[src/design/eag_pkg.sv]
// eag_pkg: shared types and constants for the effective address generator
// assumes a 16-bit data space and 24-bit program space
package eag_pkg;

    localparam int DATA_W        = 16;
    localparam int PROG_W        = 24;
    localparam int NEAR_W        = 13;
    localparam int REG_SEL_W     = 4;
    localparam int LIT5_W        = 5;
    localparam int LIT10_W       = 10;
    localparam int LIT16_W       = 16;
    localparam int LIT14_W       = 14;
    localparam int PAGE_W        = 8;
    localparam int WIN_LOW_W     = 15;
    localparam int WIN_ENA_BIT   = 2;
    localparam int DATA_MSB      = 15;
    localparam int PAGE_MSB      = 7;
    localparam int NEAR_BYTES    = 8192;
    localparam logic [3:0] DEFAULT_WORK_IDX = 4'h0;
    localparam logic [15:0] ZERO_ADDR = 16'h0000;
    localparam logic [23:0] ZERO_PADDR = 24'h000000;

    typedef enum logic [3:0] {
        EAG_MODE_NONE,
        EAG_MODE_IMPLIED,
        EAG_MODE_FILE,
        EAG_MODE_REG_DIRECT,
        EAG_MODE_INDIRECT,
        EAG_MODE_POST_MOD,
        EAG_MODE_PRE_MOD,
        EAG_MODE_INDEXED,
        EAG_MODE_LIT_OFFSET,
        EAG_MODE_LITERAL
    } eag_mode_e;

    typedef enum logic [2:0] {
        EAG_OP_GENERAL,
        EAG_OP_MOVE,
        EAG_OP_THREE,
        EAG_OP_BRANCH,
        EAG_OP_DEFER,
        EAG_OP_TABLE,
        EAG_OP_NOP
    } eag_op_e;

    typedef enum logic [1:0] {
        EAG_LIT_5,
        EAG_LIT_10,
        EAG_LIT_16
    } eag_lit_e;

    // one decoded instruction from the decoder
    typedef struct packed {
        logic                 valid;
        eag_op_e              op;
        eag_mode_e            src_mode;
        eag_mode_e            dst_mode;
        logic [3:0]           src_reg;
        logic [3:0]           dst_reg;
        logic [3:0]           base_reg;
        logic [12:0]          file_addr;
        logic [15:0]          full_addr;
        logic                 file_to_work;
        logic [15:0]          literal;
        eag_lit_e             lit_size;
        logic signed [15:0]   modify;
        logic                 table_high;
    } eag_req_s;

    typedef struct packed {
        logic        valid;
        logic        src_valid;
        logic [15:0] src_addr;
        logic        src_is_reg;
        logic [3:0]  src_reg;
        logic        src_is_lit;
        logic [15:0] src_lit;
        logic        dst_valid;
        logic [15:0] dst_addr;
        logic        dst_is_reg;
        logic [3:0]  dst_reg;
        logic [3:0]  base_reg;
        logic        wb_valid;
        logic [3:0]  wb_reg;
        logic [15:0] wb_value;
    } eag_data_s;

    typedef struct packed {
        logic        valid;
        logic [23:0] addr;
        logic        config_space;
        logic        high_byte;
        logic        read_only;
        logic        low_word_only;
    } eag_prog_s;

endpackage : eag_pkg

[src/design/eag_remap.sv]
// eag_remap: program-space address forming for table and window accesses
// assumes page registers are stable while a request is presented
`timescale 1ns/1ps
`default_nettype none
module eag_remap (
    input  wire logic [15:0] data_ea,
    input  wire logic        is_table,
    input  wire logic        table_high,
    input  wire logic [7:0]  table_page,
    input  wire logic [7:0]  window_page,
    input  wire logic        window_enable,
    output eag_pkg::eag_prog_s prog
);
    import eag_pkg::*;

    logic win_hit;

    always_comb begin
        win_hit = window_enable && data_ea[DATA_MSB];
        prog    = '0;
        if (is_table) begin
            prog.valid        = 1'b1;
            prog.addr         = {table_page, data_ea};
            prog.config_space = table_page[PAGE_MSB];
            prog.high_byte    = table_high;
        end else if (win_hit) begin
            prog.valid         = 1'b1;
            // data bit 15 dropped; page bit 0 lands in program bit 15
            prog.addr          = {1'b0, window_page, data_ea[WIN_LOW_W-1:0]};
            prog.read_only     = 1'b1;
            prog.low_word_only = 1'b1;
        end
    end

endmodule : eag_remap
`default_nettype wire

[src/design/eag_top.sv]
// eag_top: effective address generator for a 16-bit core
// assumes a decoder supplies one request a cycle and working registers are read combinationally
//
// Behaviour
// - direct file operands take a 13-bit field, reaching the first 8192 bytes
// - file operations use W0 as second operand; result to file or W0
// - move reaches the whole data space with its file address
// - three-operand first source is always a working register, direct
// - second source is register, memory or 5-bit literal; result register or memory
// - general ops use direct, indirect, post, pre modes and 5 or 10-bit literals
// - plain indirect uses pointer unchanged as address
// - post-modify uses pointer then steps it by a constant
// - pre-modify adds signed constant, writes back, uses new value
// - indexed address is pointer plus base register
// - literal-offset address is pointer plus instruction literal
// - move source and destination modes differ but share one 4-bit base field
// - branch takes 16-bit signed literal; defer takes 14-bit unsigned literal
// - implied operands carry no address; no-operation makes no address
// - table address is 8-bit table page above 16-bit data address
// - table page top bit selects user or configuration memory
// - window forms 23-bit address from visibility page and low 15 bits
// - window accesses drive program bit 23 low
// - window ignores data bit 15; program bit 15 from page bit 0
// - window is read-only and returns only the low word
// - table accesses reach every byte including the upper byte
// - window only when enable bit set and data top bit one
`timescale 1ns/1ps
`default_nettype none
module eag_top (
    input  wire logic               core_clk,
    input  wire logic               nrst,
    input  wire eag_pkg::eag_req_s  req,
    input  wire logic [15:0]        src_ptr_val,
    input  wire logic [15:0]        dst_ptr_val,
    input  wire logic [15:0]        base_val,
    input  wire logic [7:0]         table_page_reg,
    input  wire logic [7:0]         visibility_page_reg,
    input  wire logic [15:0]        core_control_reg,
    output eag_pkg::eag_data_s      data_out,
    output eag_pkg::eag_prog_s      prog_out
);
    import eag_pkg::*;

    // ------------------------------------------------------------
    // address arithmetic
    // ------------------------------------------------------------
    // plain 16-bit adder: carries out of bit 15 are discarded on purpose
    function automatic logic [15:0] wrap_add(input logic [15:0] a, input logic [15:0] b);
        logic [16:0] s;
        s = {1'b0, a} + {1'b0, b};
        return s[15:0];
    endfunction : wrap_add

    function automatic logic [15:0] lit_extend(input logic [15:0] lit, input eag_lit_e size);
        logic [15:0] r;
        r = 16'h0000;
        case (size)
            EAG_LIT_5:  r = {11'h000, lit[LIT5_W-1:0]};
            EAG_LIT_10: r = {6'h00, lit[LIT10_W-1:0]};
            default:    r = lit;
        endcase
        return r;
    endfunction : lit_extend

    typedef struct packed {
        logic        valid;
        logic [15:0] addr;
        logic        is_reg;
        logic        is_lit;
        logic        wb;
        logic [15:0] wb_val;
    } eag_side_s;

    // one operand side; mode decides address and pointer update
    function automatic eag_side_s side_ea(input eag_mode_e mode, input logic [15:0] ptr,
                                          input logic [15:0] base, input eag_req_s r,
                                          input logic whole_space);
        eag_side_s s;
        logic [15:0] stepped;
        s       = '0;
        stepped = wrap_add(ptr, r.modify);
        case (mode)
            EAG_MODE_FILE: begin
                s.valid = 1'b1;
                if (whole_space)
                    s.addr = r.full_addr;
                else
                    s.addr = {3'h0, r.file_addr};
            end
            EAG_MODE_REG_DIRECT: begin
                s.is_reg = 1'b1;
            end
            EAG_MODE_INDIRECT: begin
                s.valid = 1'b1;
                s.addr  = ptr;
            end
            EAG_MODE_POST_MOD: begin
                s.valid  = 1'b1;
                s.addr   = ptr;
                s.wb     = 1'b1;
                s.wb_val = stepped;
            end
            EAG_MODE_PRE_MOD: begin
                s.valid  = 1'b1;
                s.addr   = stepped;
                s.wb     = 1'b1;
                s.wb_val = stepped;
            end
            EAG_MODE_INDEXED: begin
                s.valid = 1'b1;
                s.addr  = wrap_add(ptr, base);
            end
            EAG_MODE_LIT_OFFSET: begin
                s.valid = 1'b1;
                s.addr  = wrap_add(ptr, r.literal);
            end
            EAG_MODE_LITERAL: begin
                s.is_lit = 1'b1;
            end
            default: begin
                s = '0;
            end
        endcase
        return s;
    endfunction : side_ea

    // ------------------------------------------------------------
    // mode legality per operation class
    // ------------------------------------------------------------
    function automatic logic mode_ok(input eag_op_e op, input eag_mode_e m, input logic is_src);
        logic ok;
        ok = 1'b0;
        case (op)
            EAG_OP_MOVE: begin
                ok = (m != EAG_MODE_IMPLIED);
            end
            EAG_OP_GENERAL, EAG_OP_THREE: begin
                ok = (m == EAG_MODE_FILE) || (m == EAG_MODE_REG_DIRECT) || (m == EAG_MODE_INDIRECT) ||
                     (m == EAG_MODE_POST_MOD) || (m == EAG_MODE_PRE_MOD) ||
                     (is_src && m == EAG_MODE_LITERAL) || (m == EAG_MODE_NONE) ||
                     (m == EAG_MODE_IMPLIED);
            end
            EAG_OP_TABLE: begin
                ok = (m == EAG_MODE_INDIRECT) || (m == EAG_MODE_POST_MOD) ||
                     (m == EAG_MODE_PRE_MOD) || (m == EAG_MODE_REG_DIRECT) || (m == EAG_MODE_NONE);
            end
            default: begin
                ok = (m == EAG_MODE_NONE) || (m == EAG_MODE_IMPLIED) || (m == EAG_MODE_LITERAL);
            end
        endcase
        return ok;
    endfunction : mode_ok

    // ------------------------------------------------------------
    // combinational forming
    // ------------------------------------------------------------
    eag_side_s  src_side;
    eag_side_s  dst_side;
    eag_data_s  next_data;
    eag_prog_s  remap_prog;
    logic       legal;
    logic       is_file_op;
    logic       is_table;
    logic       win_en;
    logic [15:0] prog_ea;
    logic [15:0] op_lit;

    assign win_en   = core_control_reg[WIN_ENA_BIT];
    assign is_table = req.valid && (req.op == EAG_OP_TABLE);
    assign legal    = mode_ok(req.op, req.src_mode, 1'b1) && mode_ok(req.op, req.dst_mode, 1'b0);

    always_comb begin
        is_file_op = (req.src_mode == EAG_MODE_FILE) && (req.op != EAG_OP_MOVE);
        src_side   = side_ea(req.src_mode, src_ptr_val, base_val, req, req.op == EAG_OP_MOVE);
        dst_side   = side_ea(req.dst_mode, dst_ptr_val, base_val, req, req.op == EAG_OP_MOVE);
        op_lit     = lit_extend(req.literal, req.lit_size);
        case (req.op)
            EAG_OP_THREE:  op_lit = lit_extend(req.literal, EAG_LIT_5);
            EAG_OP_BRANCH: op_lit = req.literal;
            EAG_OP_DEFER:  op_lit = {2'h0, req.literal[LIT14_W-1:0]};
            default:       op_lit = op_lit;
        endcase
        next_data = '0;
        if (req.valid && legal && req.op != EAG_OP_NOP) begin
            next_data.valid      = 1'b1;
            next_data.src_valid  = src_side.valid;
            next_data.src_addr   = src_side.addr;
            next_data.src_is_reg = src_side.is_reg;
            next_data.src_reg    = req.src_reg;
            next_data.src_is_lit = src_side.is_lit;
            next_data.src_lit    = op_lit;
            next_data.dst_valid  = dst_side.valid;
            next_data.dst_addr   = dst_side.addr;
            next_data.dst_is_reg = dst_side.is_reg;
            next_data.dst_reg    = req.dst_reg;
            next_data.base_reg   = req.base_reg;
            if (is_file_op) begin
                // second operand is W0; result back to file or W0
                next_data.base_reg = DEFAULT_WORK_IDX;
                if (req.file_to_work) begin
                    next_data.dst_valid  = 1'b0;
                    next_data.dst_is_reg = 1'b1;
                    next_data.dst_reg    = DEFAULT_WORK_IDX;
                end else begin
                    next_data.dst_valid = 1'b1;
                    next_data.dst_addr  = src_side.addr;
                end
            end
            // single write port: source update wins, destination otherwise
            if (src_side.wb) begin
                next_data.wb_valid = 1'b1;
                next_data.wb_reg   = req.src_reg;
                next_data.wb_value = src_side.wb_val;
            end else if (dst_side.wb) begin
                next_data.wb_valid = 1'b1;
                next_data.wb_reg   = req.dst_reg;
                next_data.wb_value = dst_side.wb_val;
            end
        end
    end

    // table and window both use the source address when it is valid, else the destination address
    always_comb begin
        prog_ea = src_side.valid ? src_side.addr : dst_side.addr;
    end

    eag_remap u_remap (
        .data_ea       (prog_ea),
        .is_table      (is_table),
        .table_high    (req.table_high),
        .table_page    (table_page_reg),
        .window_page   (visibility_page_reg),
        .window_enable (win_en && !is_table && next_data.valid &&
                        (src_side.valid || dst_side.valid)),
        .prog          (remap_prog)
    );

    // ------------------------------------------------------------
    // output registers
    // ------------------------------------------------------------
    always_ff @(posedge core_clk) begin
        if (!nrst)
            data_out <= '0;
        else
            data_out <= next_data;
    end

    always_ff @(posedge core_clk) begin
        if (!nrst)
            prog_out <= '0;
        else if (next_data.valid || is_table)
            prog_out <= remap_prog;
        else
            prog_out <= '0;
    end

    // ------------------------------------------------------------
    // checks
    // ------------------------------------------------------------
    near_region_a: assert property (@(posedge core_clk) disable iff (!nrst)
        (req.valid && req.op == EAG_OP_GENERAL && req.src_mode == EAG_MODE_FILE) |=>
        (data_out.src_addr < 16'h2000)) else $error("near file address out of range");

    post_mod_a: assert property (@(posedge core_clk) disable iff (!nrst)
        (req.valid && legal && req.src_mode == EAG_MODE_POST_MOD && req.op != EAG_OP_NOP) |=>
        (data_out.src_addr == $past(src_ptr_val) &&
         data_out.wb_value == $past(src_ptr_val) + $past(req.modify)))
        else $error("post modify address wrong");

    pre_mod_a: assert property (@(posedge core_clk) disable iff (!nrst)
        (req.valid && legal && req.src_mode == EAG_MODE_PRE_MOD && req.op != EAG_OP_NOP) |=>
        (data_out.src_addr == data_out.wb_value && data_out.wb_valid &&
         data_out.src_addr == 16'($past(src_ptr_val) + $past(req.modify))))
        else $error("pre modify address not written back");

    indexed_sum_a: assert property (@(posedge core_clk) disable iff (!nrst)
        (req.valid && legal && req.op == EAG_OP_MOVE && req.src_mode == EAG_MODE_INDEXED) |=>
        (data_out.src_addr == 16'($past(src_ptr_val) + $past(base_val))))
        else $error("indexed address wrong");

    nop_silent_a: assert property (@(posedge core_clk) disable iff (!nrst)
        (req.valid && req.op == EAG_OP_NOP) |=> !data_out.valid)
        else $error("no-operation produced an address");

    table_addr_a: assert property (@(posedge core_clk) disable iff (!nrst)
        (is_table && next_data.valid && src_side.valid) |=>
        (prog_out.addr == {$past(table_page_reg), data_out.src_addr} &&
         prog_out.config_space == prog_out.addr[23]))
        else $error("table address wrong");

    window_form_a: assert property (@(posedge core_clk) disable iff (!nrst)
        (prog_out.valid && prog_out.read_only) |->
        (prog_out.addr[23] == 1'b0 && prog_out.low_word_only))
        else $error("window reached configuration space");

    window_gate_a: assert property (@(posedge core_clk) disable iff (!nrst)
        (!win_en && !is_table) |=> !prog_out.valid)
        else $error("window active while disabled");

    cov_table: cover property (@(posedge core_clk) disable iff (!nrst) is_table ##1 prog_out.valid);
    cov_window: cover property (@(posedge core_clk) disable iff (!nrst) prog_out.valid && prog_out.read_only);
    cov_pre: cover property (@(posedge core_clk) disable iff (!nrst)
        req.valid && req.src_mode == EAG_MODE_PRE_MOD ##1 data_out.wb_valid);

endmodule : eag_top
`default_nettype wire

[config.mk]
export PLATFORM = sky130hd
export DESIGN_NAME = eag_top
export DESIGN_NICKNAME = d
export VERILOG_FILES = /design/src/design/eag_pkg.sv /design/src/design/eag_remap.sv /design/src/design/eag_top.sv
export SDC_FILE = /design/constraint.sdc
export NUM_CORES = 1
export LEC_CHECK = 0
export BUFFER_PORTS_ARGS = -buffer_cell sky130_fd_sc_hd__buf_2
export CORE_UTILIZATION = 55
export CTS_CLUSTER_SIZE = 12
export DETAILED_ROUTE_END_ITERATION = 6
export GPL_TIMING_DRIVEN = 0
export PLACE_DENSITY = 0.88
export SLEW_MARGIN = 30
export SYNTH_ARGS = -nofsm -noshare
export SYNTH_HDL_FRONTEND = slang
export SYNTH_SLANG_ARGS = --single-unit
[constraint.sdc]
create_clock -name core_clk -period 9.3 [get_ports core_clk]
set_clock_uncertainty 0.1 [all_clocks]
set_input_delay 0.93 -clock core_clk [delete_from_list [all_inputs] [get_ports core_clk]]
set_output_delay 0.93 -clock core_clk [all_outputs]
set_load 0.005 [all_outputs]
Word level (Yosys, flattened, before mapping)
Index checks and enable logic that the tools add are counted.
{ "op_classes": {"n_bitwise": 3, "n_addsub": 6, "n_eq_ne": 28, "n_mux": 23, "n_reduce_logical": 51} }
{ "ops": {"columns": ["cell", "count"], "rows": [
  ["17-bit case mux with 5 select lines", 2],
  ["16-bit adder", 6],
  ["87-bit two-way mux", 1],
  ["25-bit two-way mux", 2],
  ["16-bit two-way mux", 3],
  ["16-bit case mux with 3 select lines", 1],
  ["21-bit two-way mux", 2],
  ["17-bit two-way mux", 2],
  ["4-bit by 3-bit equality test with 1-bit output (second input constant)", 8],
  ["16-bit case mux with 2 select lines", 1],
  ["1-bit logical OR", 27],
  ["26-bit two-way mux", 1],
  ["4-bit by 2-bit equality test with 1-bit output (second input constant)", 4],
  ["4-bit equality test (second input constant)", 4],
  ["2-bit OR reduction", 5],
  ["1-bit logical AND", 9],
  ["4-bit by 1-bit equality test with 1-bit output (second input constant)", 2],
  ["4-bit zero test", 2],
  ["4-bit by 1-bit inequality test with 1-bit output (second input constant)", 2],
  ["3-bit by 2-bit equality test with 1-bit output (second input constant)", 2],
  ["3-bit equality test (second input constant)", 2],
  ["1-bit case mux with 3 select lines", 2],
  ["3-bit OR reduction", 2],
  ["5-bit two-way mux", 1],
  ["12 further kinds", 18]
]} }
{ "word_totals": {"ff_bits": 116} }

Depth between registers and ports, before layout
{ "depth": {"depth_word": 18, "ltp_mapped": 15} }

Modules after synthesis
A second synthesis with hierarchy kept.
{ "hier_totals": {"cells_unflattened": 995, "area_unflattened_um2": 8329.2} }
{ "by_module_without_submodules": {"columns": ["mod", "cells_each", "area_each_um2", "n_inst", "seq_area_each_um2"], "rows": [
  ["eag_top", 944, 8036.5, 1, 2322.2],
  ["eag_remap", 51, 292.8, 1, 0.0]
]} }

Least setup slack after synthesis
Ideal clock, no wire load.
{ "synth_path": {"path_type": "input-to-reg", "startpoint": "input req[79] (netlist name)", "endpoint": "register prog_out[15] (netlist name)", "slack_ns": 4.788, "n_path_buf": 3, "required_time_ns": 9.062, "cell_stages": 14, "arrival_ns": 4.274, "setup_time_ns": 0.138, "cell_sequence": "buf_2 -> nor4b_4 -> clkbuf_1 -> mux2_2 -> ha_1 -> a21oi_1 -> nand2_1 -> a221o_1 -> or2_2 -> mux2i_1 -> a211oi_2 -> o22a_4 -> buf_6 -> a22oi_2"} }
{ "synth_via": {"elab_chain_cells": 17} }
{ "synth_rtl": {"columns": ["item", "line_no", "source"], "rows": [
  ["start: declaration", "eag_top.sv:32", "input wire eag_pkg::eag_req_s req,"],
  ["4-bit by 2-bit equality test with 1-bit output (on tied branches)", "eag_top.sv:82, eag_top.sv:138, eag_top.sv:145", null],
  ["1-bit logical OR (3 in a row)", "eag_top.sv:138", "ok = (m == EAG_MODE_FILE) || (m == EAG_MODE_REG_DIRECT) || (m == EAG_MODE_INDIRECT) ||"],
  ["1-bit logical OR", "eag_top.sv:139", "(m == EAG_MODE_POST_MOD) || (m == EAG_MODE_PRE_MOD) ||"],
  ["1-bit logical OR (2 in a row)", "eag_top.sv:140", "(is_src && m == EAG_MODE_LITERAL) || (m == EAG_MODE_NONE) ||"],
  ["1-bit case mux with 3 select lines", "eag_top.sv:133", "case (op)"],
  ["1-bit logical AND", "eag_top.sv:170", "assign legal = mode_ok(req.op, req.src_mode, 1'b1) && mode_ok(req.op, req.dst_mode, 1'b0);"],
  ["1-bit logical AND (2 in a row)", "eag_top.sv:184", "if (req.valid && legal && req.op != EAG_OP_NOP) begin"],
  ["87-bit two-way mux", "eag_top.sv:184", null],
  ["1-bit logical AND (2 in a row)", "eag_top.sv:233", ".window_enable (win_en && !is_table && next_data.valid &&"],
  ["1-bit logical AND", "eag_remap.sv:19", "win_hit = window_enable && data_ea[DATA_MSB];"],
  ["25-bit two-way mux", "eag_remap.sv:26", "end else if (win_hit) begin"],
  ["25-bit two-way mux", "eag_remap.sv:21", "if (is_table) begin"],
  ["end signal: assignment", "eag_top.sv:252", "prog_out <= remap_prog;"],
  ["end: declaration", "eag_top.sv:40", "output eag_pkg::eag_prog_s prog_out"]
]} }
Parallel ways exist; a longest one is shown, timed or not.
A chain may end at the register's enable or synchronous reset.

Final worst setup path
{ "layout_path": {"startpoint": "input req[78] (netlist name)", "endpoint": "register prog_out[15] (netlist name)"} }
Same word-level chain as after synthesis.

==> results.cfg <==
[power]
p_sw_mw = 0.522
swShare = 0.329
power_density_mw_per_mm2 = 158
clkPwrFrac = 0.427
seqPwrFrac = 0.315
p_comb_frac = 0.259
power_leakage_nw = 4.58
power.internal_mw = 1.06
vdd_drop_max_mv = 0.127

[final_layout]
fill_cells = 1098
seq_area_sq_mm = 0.00228
final_layout_size_suffix_gt1_frac = 0.295
area_growth_pct = 27.8
nNetsFinal = 1444
multiInputGateArea_sq_mm = 0.00530
post-route-util = 0.723

[synth]
synth_compound_area_frac = 0.263
syn_inst = 922
synthArstFlopShare = 0
synth-seq-cells = 114
syn_area_per_cell_sq_um = 8.52
synth_top_area_cell = dfxtp_1
synth_xor_xnor_area_share = 0.0580
post-synth-top-count-cell = dfxtp_1
synth_area_sq_mm = 0.00785
synth_ff_type = dfxtp_1
synth_area_leaders = dfxtp_1, ha_1, mux2_2
synth_seq_area_share = 0.291
yosysWarnings = 0
synthAdderAreaFrac = 0.107
synth_edf_count = 0
syn_nets = 1158
synth.mux.area_fraction = 0.0699
synth_cell_types = 77
synth-simple-area-share = 0.175
synth_commonest_cells = dfxtp_1, nor2_1, a21oi_1
synthDominantCellAreaShare = 0.291
synth_top_family_by_area = compound AO/OA/AOI/OAI gates

[grt]
grt_util_all_layers = 0.395
grt_pass1_wl_um = 43500
antenna_found_initial = 1
first_global_vias = 8006
gr-total-overflow = 0
grt_max_degree = 17

[sta]
fin_tns_setup_ns = 0
slew_headroom = 0.375
slew_violations = 0
setup_viol = 0
fmax_mhz = 193
rsz0062_at_grt = false
hold_viol_final = 0
tightestPinTransition_ns = 0.937
period_minus_slack_ns = 5.17
finalCritPeriodShare = 0.556

[routing]
via_per_inst = 6.24
vias = 8754
drc = 23
first_pass_iters = 7
drtAntennaViolNets = 0
drt_iter0_drc = 1191
wirelength_um = 29000
wl_per_cell_um = 20.7

[floorplanning]
num_rows = 43
coreArea_sq_mm = 0.0139
fp.dieH_um = 121
initial_utilization = 0.566
die_width_um = 121
fp.dieArea_sq_mm = 0.0148
ios = 287

[worst_setup_path]
arrival_ns = 5.34
crit_path_start_kind = input pin
crit_type = input pin to flop
worstPathRequired_ns = 9.47
cp_max_fo = 10
worstSetupEndpointType = flop

[clock_tree]
cts-root-buf = clkbuf_16
htree_levels = 4
cts_resized = 0
clock_path_buffers = 2
clk_pin_slew_ns = 0.06
tritoncts = built
postCtsSetupBuffers = 0
cts_sinks = 114
cts_buffers = 17
postCtsHoldBufs = 0

[placement]
hpwl_um = 23100
numPortBuffers = 267
gp_congestion = 1.04

[status]
violations = design-rule violations
status = finished with violations

[flow_run]
cap_violations = 0

[min_path]
hp-class = input pin to flop
-- cells by family (layout without fill, tap and decap cells) --
kind of cell / Yosys count / after routing
compound gates: 295 / 295
other cells: 0 / 1
flops: 114 / 114
mux: 51 / 51
fa+ha+maj: 65 / 65
xor+xnor: 52 / 52
simple gates: 278 / 278
buf+inv: 67 / 366
-- metrics by stage --
step	std cells	setup slack [ns]	total power, mW	cell area, sq um	hold slack (ns)
3_3_place_gp	1369	3.80	0.897	9420	1.03
4_1_cts	1401	4.25	1.57	10000	0.604
6_report	1402	4.13	1.58	10000	0.600
2_1_floorplan	922	4.79	0.765	7850	0.952
3_5_place_dp	1369	3.85	0.900	9430	1.03
5_1_grt	1402	4.02	1.64	10000	0.599
-- routing by layer --
layer / global-route usage / wire length (um) / part of all wire / vias up
met2: 0.625 / 12900 / 0.45 / 649
met1: 0.501 / 11300 / 0.39 / 3975
met4: 0.203 / 1260 / 0.043 / 0
met3: 0.0893 / 3490 / 0.12 / 111
li1: - / - / - / 4019
met5: 0 / 0 / 0 / -
-- final cells by class --
class	count	share of cell area
clock buffers	17	0.0424
inverters	23	0.00885
well taps	180	0.0224
flip-flops and latches	114	0.227
diodes	1	0.000249
clock inverters	15	0.0175
multi-input cells	741	0.528
plain buffers	44	0.0196
repair buffers	267	0.133
-- path summary, 6_finish.rpt --
kind | startpoint | cells past startpoint | slack (ns) | endpoint
max | req[78] | 14 | 4.13 | prog_out[15]
min | req[68] | 2 | 0.60 | data_out[24]
-- flip-flops by register name, summed over array words and instances (netlist names) --
register / flops
data_out: 87
prog_out: 27
-- power groups by stage --
stage / sequential [mW] / combinational [mW] / clock (mW)
2_1_floorplan: 0.510 / 0.255 / 0
3_3_place_gp: 0.509 / 0.388 / 0
3_5_place_dp: 0.509 / 0.391 / 0
4_1_cts: 0.498 / 0.395 / 0.675
5_1_grt: 0.499 / 0.440 / 0.701
6_report: 0.498 / 0.409 / 0.675
-- critical path, stage by stage --
cell      delay (ns)
buf_2           0.14
nor4b_4         0.68
clkbuf_1        0.62
mux2_2          0.42
ha_1            0.33
a21oi_1         0.16
nand2_1         0.11
a221o_1         0.38
or2_2           0.35
mux2i_1         0.15
a211oi_2        0.50
o22a_4          0.29
buf_6           0.17
a22oi_2         0.09
-- placed cells by master (no fill, tap or decap), types with 21 or more instances in the layout --
cell type  Yosys  layout
a21oi_1       66      66
a22oi_1       29      29
and2_1        39      39
buf_2          7     274
clkbuf_1      28      28
dfxtp_1      114     114
ha_1          61      61
inv_1         22      22
mux2_2        31      31
nand2_1       58      58
nor2_1        88      88
nor3_1        24      23
o21ai_0       54      54
xnor2_1       31      31
xor2_1        21      21
No activity file was read; power rests on OpenSTA's default activity.
